File: src/core/fcsc_regs.svh
// Command codes, status bit positions and bus timing for the flash host controller.
// Contract
// RULE1 - Program clears bits; only erase restores ones
// RULE2 - While programming only read-status is accepted
// RULE3 - Status bit 7 low busy, high done
// RULE4 - Status bit 4 flags program failure
// RULE5 - Status bit 3 flags low programming supply
// RULE6 - Abort needs clear, erase and reprogram
// RULE7 - Ready/busy shows busy during program
// RULE8 - Host checks bits 3 and 4 after programming
// RULE9 - Clear-status resets bits 3, 4, 5
// RULE10 - Clear-status returns to array read
// RULE11 - Suspend command suspends running erase
// RULE12 - Bit 6 shows suspended or already finished
// RULE13 - Suspended: only read, status, resume accepted
// RULE14 - After suspend reads give status first
// RULE15 - Abort in suspend sets bits 3, 5
// RULE16 - Resume command restarts suspended erase
// RULE17 - Resume clears bit 6, reads give status
// RULE18 - After error, clear status before array read
// RULE19 - After success, read or clear before reading
// RULE20 - Command interface defaults to array read
// RULE21 - Bad erase sequence sets bits 4 and 5
// RULE22 - After command error, refuse program and erase
// RULE23 - Read command selects array read mode
// RULE24 - Read-status command accepted at any time
// RULE25 - Program is setup write then address/data
// RULE26 - Erase is setup then confirm with address
// RULE27 - Supply-ok is a synchronous sampled flag
// RULE28 - Clear-status decoded from one command byte
// RULE29 - Ready when idle, suspended or powered down
`ifndef FCSC_REGS_SVH
`define FCSC_REGS_SVH
// ----------------------------------------------------------------------------
// Command bytes
// ----------------------------------------------------------------------------
`define FCSC_CMD_READ_ARRAY 8'hff
`define FCSC_CMD_READ_STATUS 8'h70
`define FCSC_CMD_PROG_SETUP 8'h40
`define FCSC_CMD_ERASE_SETUP 8'h20
`define FCSC_CMD_CONFIRM 8'hd0
`define FCSC_CMD_CLEAR_STATUS 8'h50
`define FCSC_CMD_SUSPEND 8'hb0
// ----------------------------------------------------------------------------
// Status bit positions
// ----------------------------------------------------------------------------
`define FCSC_SR_READY 7
`define FCSC_SR_SUSP 6
`define FCSC_SR_ERASE_ERR 5
`define FCSC_SR_PROG_ERR 4
`define FCSC_SR_SUPPLY_ERR 3
// ----------------------------------------------------------------------------
// Bus timing in clock cycles of 10 ns
// ----------------------------------------------------------------------------
`define FCSC_T_WRITE_NS 100
`define FCSC_T_READ_NS 100
`define FCSC_WR_CYC ((`FCSC_T_WRITE_NS + 9) / 10)
`define FCSC_RD_CYC ((`FCSC_T_READ_NS + 9) / 10)
`define FCSC_CNT_ZERO 4'h0
`endif

File: src/core/fcsc_pkg.sv
// Types shared by the flash host controller.
package fcsc_pkg;
   // Operations that the user may request.
   typedef enum logic [2:0] {
      FCSC_OP_READ_ARRAY = 3'b000,
      FCSC_OP_READ_STATUS = 3'b001,
      FCSC_OP_PROGRAM = 3'b010,
      FCSC_OP_ERASE = 3'b011,
      FCSC_OP_CLEAR = 3'b100,
      FCSC_OP_SUSPEND = 3'b101,
      FCSC_OP_RESUME = 3'b110,
      FCSC_OP_READ = 3'b111
   } fcsc_op_type;
   // One user request.
   typedef struct packed {
      fcsc_op_type op;
      logic [20:0] addr;
      logic [7:0] data;
   } fcsc_req_type;
   // Decoded status flags.
   typedef struct packed {
      logic ready;
      logic suspended;
      logic erase_err;
      logic prog_err;
      logic supply_err;
   } fcsc_stat_type;
endpackage : fcsc_pkg

File: src/core/fcsc_host.sv
// Host-side controller that drives a parallel sector-erase flash through its pins.
`timescale 1ns/1ps
`include "fcsc_regs.svh"
module fcsc_host import fcsc_pkg::*; #(
   parameter int AW = 21
) (
   input wire logic clk,
   input wire logic rst_n,
   input wire logic req_valid,
   input wire fcsc_req_type req,
   output logic req_ready,
   output logic resp_valid,
   output logic [7:0] resp_data,
   output fcsc_stat_type resp_stat,
   output logic [AW-1:0] flash_addr,
   output logic [7:0] flash_dq_out,
   output logic flash_dq_oe,
   input wire logic [7:0] flash_dq_in,
   output logic flash_ce_n,
   output logic flash_oe_n,
   output logic flash_we_n,
   output logic reset_powerdown_n,
   input wire logic ready_busy_out,
   input wire logic programming_supply_ok_level,
   input wire logic powerdown_req
);
   // ------------------------------------------------------------------------
   // Input synchronisers
   // ------------------------------------------------------------------------
   logic [7:0] dq_s1_r, dq_s2_r;
   logic rb_s1_r, rb_s2_r;
   logic vpp_s1_r, vpp_s2_r;
   // Pins are asynchronous to clk, so each passes two flops before use.
   always_ff @(posedge clk) begin
      dq_s1_r <= flash_dq_in;
      dq_s2_r <= dq_s1_r;
      rb_s1_r <= ready_busy_out;
      rb_s2_r <= rb_s1_r;
      vpp_s1_r <= programming_supply_ok_level; // RULE27
      vpp_s2_r <= vpp_s1_r;
   end

   // ------------------------------------------------------------------------
   // Bus sequencer
   // ------------------------------------------------------------------------
   typedef enum logic [2:0] {
      ST_IDLE = 3'b000,
      ST_WR1 = 3'b001,
      ST_GAP = 3'b010,
      ST_WR2 = 3'b011,
      ST_RD = 3'b100,
      ST_DONE = 3'b101
   } fcsc_state_type;
   fcsc_state_type state_r;
   logic [3:0] cnt_r;
   fcsc_req_type cur_r;
   logic [7:0] cmd1_r;
   logic two_r;
   logic err_lock_r;
   logic [7:0] cmd1_nxt;
   logic two_nxt, rd_nxt;

   // First command byte and whether a second write or a read follows.
   always_comb begin
      cmd1_nxt = `FCSC_CMD_READ_STATUS;
      two_nxt = 1'b0;
      rd_nxt = 1'b0;
      unique case (req.op)
         FCSC_OP_READ_ARRAY: cmd1_nxt = `FCSC_CMD_READ_ARRAY; // RULE23 RULE19
         FCSC_OP_READ_STATUS: begin
            cmd1_nxt = `FCSC_CMD_READ_STATUS; // RULE24
            rd_nxt = 1'b1;
         end
         FCSC_OP_PROGRAM: begin
            cmd1_nxt = `FCSC_CMD_PROG_SETUP; // RULE25
            two_nxt = 1'b1;
         end
         FCSC_OP_ERASE: begin
            cmd1_nxt = `FCSC_CMD_ERASE_SETUP; // RULE26
            two_nxt = 1'b1;
         end
         FCSC_OP_CLEAR: cmd1_nxt = `FCSC_CMD_CLEAR_STATUS; // RULE9 RULE10 RULE28
         FCSC_OP_SUSPEND: cmd1_nxt = `FCSC_CMD_SUSPEND; // RULE11
         FCSC_OP_RESUME: cmd1_nxt = `FCSC_CMD_CONFIRM; // RULE16
         FCSC_OP_READ: rd_nxt = 1'b1;
      endcase
   end

   // Program and erase are held back after an error until cleared; the device
   // would ignore them anyway and the user would poll a stale status.
   logic accept;
   assign accept = req_valid && req_ready &&
      !(err_lock_r && (req.op == FCSC_OP_PROGRAM || req.op == FCSC_OP_ERASE)); // RULE22 RULE18

   // Walks a plain read through a read phase alone, program and erase through two writes, read-status through write and read, others through one write.
   always_ff @(posedge clk) begin
      if (!rst_n) begin
         state_r <= ST_IDLE;
         cnt_r <= `FCSC_CNT_ZERO;
         cur_r <= '0;
         cmd1_r <= 8'h00;
         two_r <= 1'b0;
      end else begin
         unique case (state_r)
            ST_IDLE: if (accept) begin
               cur_r <= req;
               cmd1_r <= cmd1_nxt;
               two_r <= two_nxt;
               cnt_r <= 4'(`FCSC_WR_CYC);
               state_r <= (req.op == FCSC_OP_READ) ? ST_RD : ST_WR1;
               if (req.op == FCSC_OP_READ) cnt_r <= 4'(`FCSC_RD_CYC);
            end
            ST_WR1: if (cnt_r == `FCSC_CNT_ZERO) begin
               cnt_r <= 4'(`FCSC_WR_CYC);
               state_r <= two_r ? ST_GAP : (rd_flag(cur_r.op) ? ST_GAP : ST_DONE);
            end else cnt_r <= cnt_r - 4'h1;
            ST_GAP: begin
               cnt_r <= two_r ? 4'(`FCSC_WR_CYC) : 4'(`FCSC_RD_CYC);
               state_r <= two_r ? ST_WR2 : ST_RD;
            end
            ST_WR2: if (cnt_r == `FCSC_CNT_ZERO) state_r <= ST_DONE;
               else cnt_r <= cnt_r - 4'h1;
            ST_RD: if (cnt_r == `FCSC_CNT_ZERO) state_r <= ST_DONE;
               else cnt_r <= cnt_r - 4'h1;
            ST_DONE: state_r <= ST_IDLE;
            default: state_r <= ST_IDLE;
         endcase
      end
   end

   function automatic logic rd_flag(input fcsc_op_type op);
      rd_flag = (op == FCSC_OP_READ_STATUS);
   endfunction : rd_flag

   // ------------------------------------------------------------------------
   // Pin drive
   // ------------------------------------------------------------------------
   // Write data is the command byte in the first write and the user byte or
   // confirm code in the second.
   always_ff @(posedge clk) begin
      if (!rst_n) begin
         flash_addr <= '0;
         flash_dq_out <= 8'h00;
         flash_dq_oe <= 1'b0;
         flash_ce_n <= 1'b1;
         flash_oe_n <= 1'b1;
         flash_we_n <= 1'b1;
      end else begin
         flash_ce_n <= !(state_r == ST_WR1 || state_r == ST_WR2 || state_r == ST_RD);
         flash_we_n <= !(state_r == ST_WR1 || state_r == ST_WR2);
         flash_oe_n <= !(state_r == ST_RD);
         flash_dq_oe <= (state_r == ST_WR1 || state_r == ST_WR2);
         flash_addr <= cur_r.addr[AW-1:0];
         if (state_r == ST_WR2)
            flash_dq_out <= (cur_r.op == FCSC_OP_ERASE) ? `FCSC_CMD_CONFIRM : cur_r.data;
         else
            flash_dq_out <= cmd1_r;
      end
   end

   // Power-down pin follows the user's request; dropping it aborts any
   // operation and resets the device command interface to array read.
   always_ff @(posedge clk) begin
      if (!rst_n) reset_powerdown_n <= 1'b0;
      else reset_powerdown_n <= !powerdown_req; // RULE6 RULE15 RULE20
   end

   // ------------------------------------------------------------------------
   // Answer and error tracking
   // ------------------------------------------------------------------------
   logic [7:0] sampled;
   assign sampled = dq_s2_r;
   // Data is taken from the synchronised bus at the end of the read phase.
   always_ff @(posedge clk) begin
      if (!rst_n) begin
         resp_valid <= 1'b0;
         resp_data <= 8'h00;
         resp_stat <= '0;
         req_ready <= 1'b0;
      end else begin
         resp_valid <= (state_r == ST_DONE);
         req_ready <= (state_r == ST_IDLE) && !accept && !powerdown_req;
         if (state_r == ST_RD && cnt_r == `FCSC_CNT_ZERO) begin
            resp_data <= sampled;
            resp_stat.ready <= sampled[`FCSC_SR_READY] && rb_s2_r; // RULE3 RULE7 RULE29
            resp_stat.suspended <= sampled[`FCSC_SR_SUSP]; // RULE12 RULE17
            resp_stat.erase_err <= sampled[`FCSC_SR_ERASE_ERR]; // RULE21
            resp_stat.prog_err <= sampled[`FCSC_SR_PROG_ERR]; // RULE4 RULE8
            resp_stat.supply_err <= sampled[`FCSC_SR_SUPPLY_ERR] || !vpp_s2_r; // RULE5
         end
      end
   end

   // Lock is set on an error bit in a read-status answer; a clear-status write releases it.
   // A new error seen in the same cycle as a clear keeps the lock.
   logic err_seen;
   assign err_seen = (state_r == ST_RD) && (cnt_r == `FCSC_CNT_ZERO) && rd_flag(cur_r.op) &&
      (sampled[`FCSC_SR_ERASE_ERR] || sampled[`FCSC_SR_PROG_ERR] ||
       sampled[`FCSC_SR_SUPPLY_ERR]);
   always_ff @(posedge clk) begin
      if (!rst_n) err_lock_r <= 1'b0;
      else if (err_seen) err_lock_r <= 1'b1; // RULE6 RULE18
      else if (state_r == ST_DONE && cur_r.op == FCSC_OP_CLEAR) err_lock_r <= 1'b0; // RULE10
   end

   // ------------------------------------------------------------------------
   // Checks
   // ------------------------------------------------------------------------
   a_write_strobes: assert property (@(posedge clk) disable iff (!rst_n)
      !flash_we_n |-> !flash_ce_n && flash_oe_n && flash_dq_oe)
      else $error("Write strobe without chip enable or data drive."); // RULE25
   a_no_contention: assert property (@(posedge clk) disable iff (!rst_n)
      !flash_oe_n |-> !flash_dq_oe)
      else $error("Data driven during a read.");
   a_erase_confirm: assert property (@(posedge clk) disable iff (!rst_n)
      (state_r == ST_WR2 && cur_r.op == FCSC_OP_ERASE) |=> flash_dq_out == `FCSC_CMD_CONFIRM)
      else $error("Erase second write is not the confirm code."); // RULE26
   a_clear_code: assert property (@(posedge clk) disable iff (!rst_n)
      (state_r == ST_WR1 && cur_r.op == FCSC_OP_CLEAR) |=> flash_dq_out == `FCSC_CMD_CLEAR_STATUS)
      else $error("Clear-status wrote wrong byte."); // RULE9
   a_lock_refuse: assert property (@(posedge clk) disable iff (!rst_n)
      (err_lock_r && req_valid && req_ready && req.op == FCSC_OP_PROGRAM) |=> state_r == ST_IDLE)
      else $error("Program accepted while error lock set."); // RULE22
   a_lock_set: assert property (@(posedge clk) disable iff (!rst_n)
      err_seen |=> err_lock_r)
      else $error("Error not latched."); // RULE18
   a_resp_pulse: assert property (@(posedge clk) disable iff (!rst_n)
      resp_valid |=> !resp_valid)
      else $error("Answer held longer than one cycle.");
   a_pd_follow: assert property (@(posedge clk) disable iff (!rst_n)
      powerdown_req |=> !reset_powerdown_n)
      else $error("Power-down pin did not follow request."); // RULE20
endmodule : fcsc_host

File: config.mk
export PLATFORM = sky130hd
export DESIGN_NAME = fcsc_host
export DESIGN_NICKNAME = d
export VERILOG_FILES = /design/src/core/fcsc_pkg.sv /design/src/core/fcsc_host.sv
export VERILOG_INCLUDE_DIRS = /design/src /design/src/core
export SDC_FILE = /design/constraint.sdc
export NUM_CORES = 1
export LEC_CHECK = 0
export BUFFER_PORTS_ARGS = -buffer_cell sky130_fd_sc_hd__buf_2
export CORE_MARGIN = 10
export CORE_UTILIZATION = 45
export CTS_CLUSTER_SIZE = 28
export DETAILED_ROUTE_END_ITERATION = 6
export MAX_ROUTING_LAYER = met4
export PLACE_DENSITY = 0.65
export SYNTH_ARGS = -nofsm -noshare
export SYNTH_HDL_FRONTEND = slang
export SYNTH_SLANG_ARGS = --single-unit
File: constraint.sdc
create_clock -name clk -period 2.1 [get_ports clk]
set_input_delay 0.42 -clock clk [delete_from_list [all_inputs] [get_ports clk]]
set_output_delay 0.42 -clock clk [all_outputs]
set_load 0.01 [all_outputs]
[Yosys cells after proc, flatten, opt, wreduce, memory -nomap -nowiden]
Index checks and enable logic that the tools add are counted.
Widths: inputs -> output; s select.
Operators by class
  add/subtract/negate cells: 1
  equality and inequality tests: 18
  muxes and demuxes: 18
  reductions and logical operators: 33
Operators with widths (count)
  $pmux 8 s6: 1
  $eq 3x3->1 const B: 7
  $mux 3: 7
  $mux 8: 2
  $pmux 4 s4: 1
  $eq 3x2->1 const B: 5
  $mux 4: 3
  $pmux 3 s4: 1
  $logic_and 1x1->1: 10
  $logic_not 1->1: 7
  $eq 3x1->1 const B: 2
  $logic_not 3->1: 2
  $logic_or 1x1->1: 6
  $reduce_and 3->1: 2
  $logic_not 4->1: 1
  $ne 2x1->1 const B: 2
  $ne 2x2->1 const B: 2
  $reduce_bool 4->1: 1
  $reduce_or 2->1: 2
  $sub 4x1->4 const B: 1
  $mux 1: 3
  $reduce_and 2->1: 1
  $reduce_bool 2->1: 1
Word-level totals
  bits in registers: 118
  bits of input ports: 46
  output and inout bits: 49
  word-level logic and storage cells: 99

[Depth between registers and ports, before layout]
Gate-level depths: netlist of run 1.
  word-level depth: 8
  gate-level depth with buffers: 8
  mapped depth without buffers: 6

[Least setup slack after synthesis of run 1]
No wires, ideal clock.
  path kind: reg-to-reg
  start point: register cnt_r[0]
  end point: register resp_stat[0] (netlist name)
  library setup time: 131 ps
  data arrival time: 1623 ps
  required time: 1969 ps
  slack: 346 ps
  stages on the path, launching flop included: 8
  buffers on the path: 1
  period minus slack after synthesis: 1754 ps
  cells stage by stage: dfxtp_1 -> inv_1 -> ha_1 -> or3b_2 -> or2_1 -> buf_6 -> nor3b_2 -> nor3_1
On the way
  longest elaborated chain between the ends: 2
Ends and longest elaborated chain
  start: declaration: line fcsc_host.sv:55  | logic [3:0] cnt_r;
  start signal: assignment: line fcsc_host.sv:99  | cnt_r <= `FCSC_CNT_ZERO;
  start signal: assignment: line fcsc_host.sv:109  | cnt_r <= 4'(`FCSC_WR_CYC);
  start signal: assignment: line fcsc_host.sv:111  | if (req.op == FCSC_OP_READ) cnt_r <= 4'(`FCSC_RD_CYC);
  $logic_not 4->1 (no line)
  $logic_and 1x1->1
  end: declaration: line fcsc_host.sv:14  | output fcsc_stat_type resp_stat,
Every way passes these cells.
A chain may end at the register's enable or synchronous reset.

[Worst setup path in the final report of run 1]
Same ends and word-level chain as after synthesis.

==> impl_metrics.toml, run 1 <==
[outcome]
status = "finished clean"

[grt]
grt_pass1_vias = 3008
use_met2_pct = 20.6
grt_start_max_net_pins = 33
antenna_found_initial = 0
grt_pass1_wl_mm = 14.2
use_met3_pct = 4.21
overflow = 0
grt_usage_pct = 13.7
grtUsageMet1_pct = 16.9
grt-busiest-layer = "met2"

[route]
vias = 2966
wl_mm = 8.35
routedWlPerCell_um = 13.7
dr.pass1.iters = 4
drt_iter0_drc = 120
avgViaCountPerCell = 4.88
drc = 0
drtAntennaViolNets = 0

[pwr]
power_density_nw_per_um2 = 1080
p_leak_nw = 1.94
peakVddDrop_v = 0.000476

[placement]
dpl.hpwl_mm = 6.02
portBuffers = 94
placed_cell_area_sq_um = 4380
gp_congestion = 0.828
dpl_worst_slack_ps = 196

[yosys]
synthFlopType = "dfxtp_1"
yosys.area.top_type = "dfxtp_1"
yosys_warnings = 0
yosys.area.top_type_share_pct = 58.4
yosysUniqueCellTypes = 48
ys_seq_area_share_pct = 58.4
synth_edf_count = 0
synth.net_count = 457
avgSynthCellArea_sq_um = 9.39
synthArstFlopShare_pct = 0
yosys-top-cells-area = "dfxtp_1 (58%), nand2_1 (9.3%), a21oi_1 (6.6%)"
netlist_area_sq_um = 3840
ys_ff_latch = 112
synthCells = 409

[clock_network]
numCtsBuffers = 9
cts_resized = 0
cts_buffer_depth = 2
path_clk_slew_ps = 110
clockRootBuffer = "clkbuf_8"
clock_latency_ps = 360
cts.sinks = 112
cts_setup_buffers = 0
cts_tree = "yes"
htree_levels = 3
cts_hold_buf = 0

[setup_path]
crit_slowest_cell = "or3b_2"
timing.rr.start = "cnt_r[0]$_SDFFE_PN0P_"
path_class = "reg2reg"
critPathMaxStageDelay_ps = 510
cp-end-kind = "register"
crit_start = "cnt_r[0]$_SDFFE_PN0P_"
critPathArrivalTime_ps = 2200
worstSetupStartpointType = "register"
path_cells = "inv_1, ha_1, or3b_2, or2_1, nor3b_2, nor3_1"
crit_required_ps = 2360
cp_max_fo = 10

[timing]
setup-violations-final = 0
slew_viol_final = 0
timing.final.crit_period_ps = 1940
setup_tns_ps = 0
slew_headroom_pct = 67.9
tightest_slew_ps = 479
setup_slack_ps = 159
fin_crit_sh_pct = 92.4
hold_viol = 0
rsz0062_at_grt = "false"
hold-worst-slack_ps = 141
clock.fmax_ghz = 0.515
clock_skew_ps = 11.8

[finish]
drive_gt1_share_pct = 25.6
layout_common_cells = "dfxtp_1 (112), nand2_1 (95), buf_2 (94)"
final_common_cell = "dfxtp_1"
antenna_cells = 0
final_nets = 546
fillers = 782
fin_area_sq_um = 4580
syn2layout_area_growth_pct = 19.2

[floorplanning]
fp-row-count = 33
initial_core_util_pct = 46.5
io_pins = 95
die_w_um = 112
die-area_sq_um = 12600
fp.dieH_um = 112
core_sq_um = 8260

[min_path]
hp-start = "flash_dq_in[1]"
hp-class = "in2reg"

[flow_run]
cap_viol_max_count = 0
[cell usage after synthesis (2+ instances only)]
master    count
dfxtp_1     112
nor3b_1       3
nor2_1       14
nand2_1      95
ha_1          2
nor3_1        6
buf_2         6
nand3_1       3
xor2_1        2
nand4_1       2
o22ai_1       2
a31oi_1       2
clkbuf_1     12
buf_6         6
and2_1       23
inv_1         4
nor2b_1       5
or3_1         4
nand3b_1      5
a21oi_1      51
o21bai_1      3
o21ai_0       7
a211oi_1      5
nor4bb_1      2
buf_4         5
a311oi_1      2
o21a_1        3
o221a_2       3
[layer usage]
metal	up-vias	share of wire [%]
met1	1325	49
met5	-	0
li1	1540	-
met2	92	44
met3	9	6.1
met4	0	1.2
[per-stage QoR]
step                power, mW  instances  utilization (%)
floorplan                3.39        409                -
global placement         3.74        592             53.0
detailed placement       3.78        592             53.0
CTS                      5.02        608             55.4
global route             5.29        608             55.4
finish                   4.96        608             55.4
[worst max-delay path: cells and delay by family (launching register included)]
| family | cells | cell delay (ps) |
|---|---|---|
| adders and majority gates | 1 | 210 |
| DFF | 1 | 340 |
| buffers and inverters | 1 | 100 |
| and+or+nand+nor | 4 | 1190 |
[logic make-up (layout without fill, tap and decap cells)]
group	after synthesis	count (layout)	synth area share, %
and+or+nand+nor	172	172	21.7
DFF	112	112	58.4
AOI/OAI and AO/OA	87	87	13.6
buffers and inverters	34	128	5.18
adders and majority gates	2	2	0.652
xor gates and xnor gates	2	2	0.456
[report_power, final]
part	leakage [nW]	switching, mW	internal, mW
combinational	0.927	0.714	0.525
sequential	0.914	0.126	2.36
clock	0.0977	0.777	0.467
total	1.94	1.62	3.35
[layout make-up]
class / instances / area (sq um) / share of cell area [%]
flip-flops and latches: 112 / 2240 / 49.0
clock buffers: 9 / 124 / 2.71
inverters: 5 / 18.8 / 0.410
well taps: 105 / 131 / 2.87
repair buffers: 107 / 581 / 12.7
multi-input cells: 263 / 1410 / 30.7
clock inverters: 7 / 73.8 / 1.61
[flip-flops by register name, indices dropped and copies added, names as in the netlist, 2 cells and up]
register and flops:
dq_s1_r 8, resp_stat 2, cmd1_r 5, resp_data 8, cur_r 32, dq_s2_r 8
flash_addr 21, state_r 3, cnt_r 4, flash_dq_out 8
[final timing paths]
check / to / slack [ps] / cells after the start
setup / recovery: resp_stat[0]$_SDFFE_PN0N_ / 160 / 6
hold / removal: dq_s1_r[1]$_DFF_P_ / 140 / 1
setup reg to reg: resp_stat[0]$_SDFFE_PN0N_ / 160 / 6
hold reg to reg: dq_s2_r[3]$_DFF_P_ / 340 / 0
(Power assumes the default switching activity.)
==> run 2: changes to the inputs <==
CORE_UTILIZATION = 52   (was 45)
PLACE_DENSITY = 0.78   (was 0.65)
==> impl_metrics.toml, run 2 (synthesized netlist as in run 1, its figures left out) <==
[timing]
clock_skew_ps = 15.1
rsz0062_at_grt = "false"
slew_headroom_pct = 60.7
fin_crit_sh_pct = 92.5
tightest_slew_ps = 583
setup_tns_ps = 0
clock.fmax_ghz = 0.515
hold_viol = 0
setup-violations-final = 0
timing.final.crit_period_ps = 1940
slew_viol_final = 0

[finish]
antenna_cells = 0
top_register = "cur_r"
largest_reg_flops = 32
layout_common_cells = "dfxtp_1 (112), nand2_1 (95), buf_2 (94)"
final_nets = 544
final_common_cell = "dfxtp_1"
largestRegisters = "cur_r x32, flash_addr x21"
syn2layout_area_growth_pct = 19.0
fillers = 622
postLayoutCoreUtil_pct = 63.4
drive_gt1_share_pct = 25.1
fin_area_sq_um = 4570

[floorplanning]
die_w_um = 106
core_sq_um = 7210
io_pins = 95
fp.dieH_um = 106
initial_core_util_pct = 53.2
fp-row-count = 31
die-area_sq_um = 11200

[pwr]
switching_share_pct = 32.1
peakVddDrop_v = 0.000604
p_clk_share_pct = 24.5
p_sw_mw = 1.57
internal_power_mw = 3.32
combPwrFrac_pct = 24.4
p_leak_nw = 1.94
pwr-share-seq_pct = 51.1
power_density_nw_per_um2 = 1070

[clock_network]
path_clk_slew_ps = 110
htree_levels = 3
cts.sinks = 112
cts_buffer_depth = 2
numCtsBuffers = 9
cts_tree = "yes"
cts_hold_buf = 0
clock_latency_ps = 370
cts_setup_buffers = 0
clockRootBuffer = "clkbuf_8"
cts_resized = 0

[grt]
grt_start_max_net_pins = 41
grt_pass1_wl_mm = 14.0
overflow = 0
grt_usage_pct = 15.1
grt_pass1_vias = 3105
antenna_found_initial = 0

[setup_path]
cp-end-kind = "register"
path_class = "reg2reg"
cp_max_fo = 10
critPathArrivalTime_ps = 2200
worstSetupStartpointType = "register"
crit_required_ps = 2360

[placement]
placed_cell_area_sq_um = 4380
gp_congestion = 0.883
portBuffers = 94
dpl.hpwl_mm = 5.78

[route]
avgViaCountPerCell = 4.98
drc = 0
drt_iter0_drc = 131
drtAntennaViolNets = 0
routedWlPerCell_um = 13.5
dr.pass1.iters = 4
wl_mm = 8.10
vias = 2990

[outcome]
status = "finished clean"

[min_path]
hp-class = "in2reg"

[flow_run]
cap_viol_max_count = 0
-- run 2: worst paths after layout --
kind	startpoint	to	slack, ps	cells after the start
worst max register to register	cnt_r[0]$_SDFFE_PN0P_	resp_stat[0]$_SDFFE_PN0N_	160	6
worst max-delay path	cnt_r[0]$_SDFFE_PN0P_	resp_stat[0]$_SDFFE_PN0N_	160	6
worst min-delay path	ready_busy_out	rb_s1_r$_DFF_P_	140	1
worst min register to register	vpp_s1_r$_DFF_P_	vpp_s2_r$_DFF_P_	340	0
-- run 2: cell type report --
class | instances | area, sq um | area share [%]
inverter | 5 | 18.8 | 0.411
clock inverter | 6 | 62.6 | 1.37
clock buffer | 10 | 128 | 2.79
sequential | 112 | 2240 | 49.1
timing repair buffer | 105 | 591 | 12.9
multi-input combinational | 263 | 1410 | 30.7
tap | 99 | 124 | 2.71
-- run 2: per-stage QoR --
step | std cells | hold slack (ps) | setup WS, ps | power [mW]
after global routing | 600 | 118 | 43.8 | 5.18
final | 600 | 138 | 157 | 4.89
after CTS | 600 | 127 | 163 | 4.92
after detailed placement | 584 | 312 | 188 | 3.73
after global placement | 584 | 310 | 277 | 3.70
after floorplan | 409 | 310 | 346 | 3.39
-- run 2: per-layer routing --
metal	track usage (%)	up-vias	part of all wire, %
met1	18.1	1354	46
met4	4.93	0	1.2
met2	24.1	88	46
li1	-	1538	-
met3	4.29	10	6.5
met5	-	-	0
-- run 2: critical path, cell delays in order, from the launching register on --
cell,delay [ps]
dfxtp_1,340
inv_1,100
ha_1,220
or3b_2,520
or2_1,380
nor3b_2,230
nor3_1,60
-- run 2: power by group through the flow --
stage | registers, mW | clock network, mW | logic [mW]
5_1_grt | 2.53 | 1.31 | 1.34
3_3_place_gp | 2.54 | 0 | 1.16
2_1_floorplan | 2.55 | 0 | 0.843
4_1_cts | 2.50 | 1.22 | 1.20
3_5_place_dp | 2.54 | 0 | 1.19
6_report | 2.50 | 1.20 | 1.19
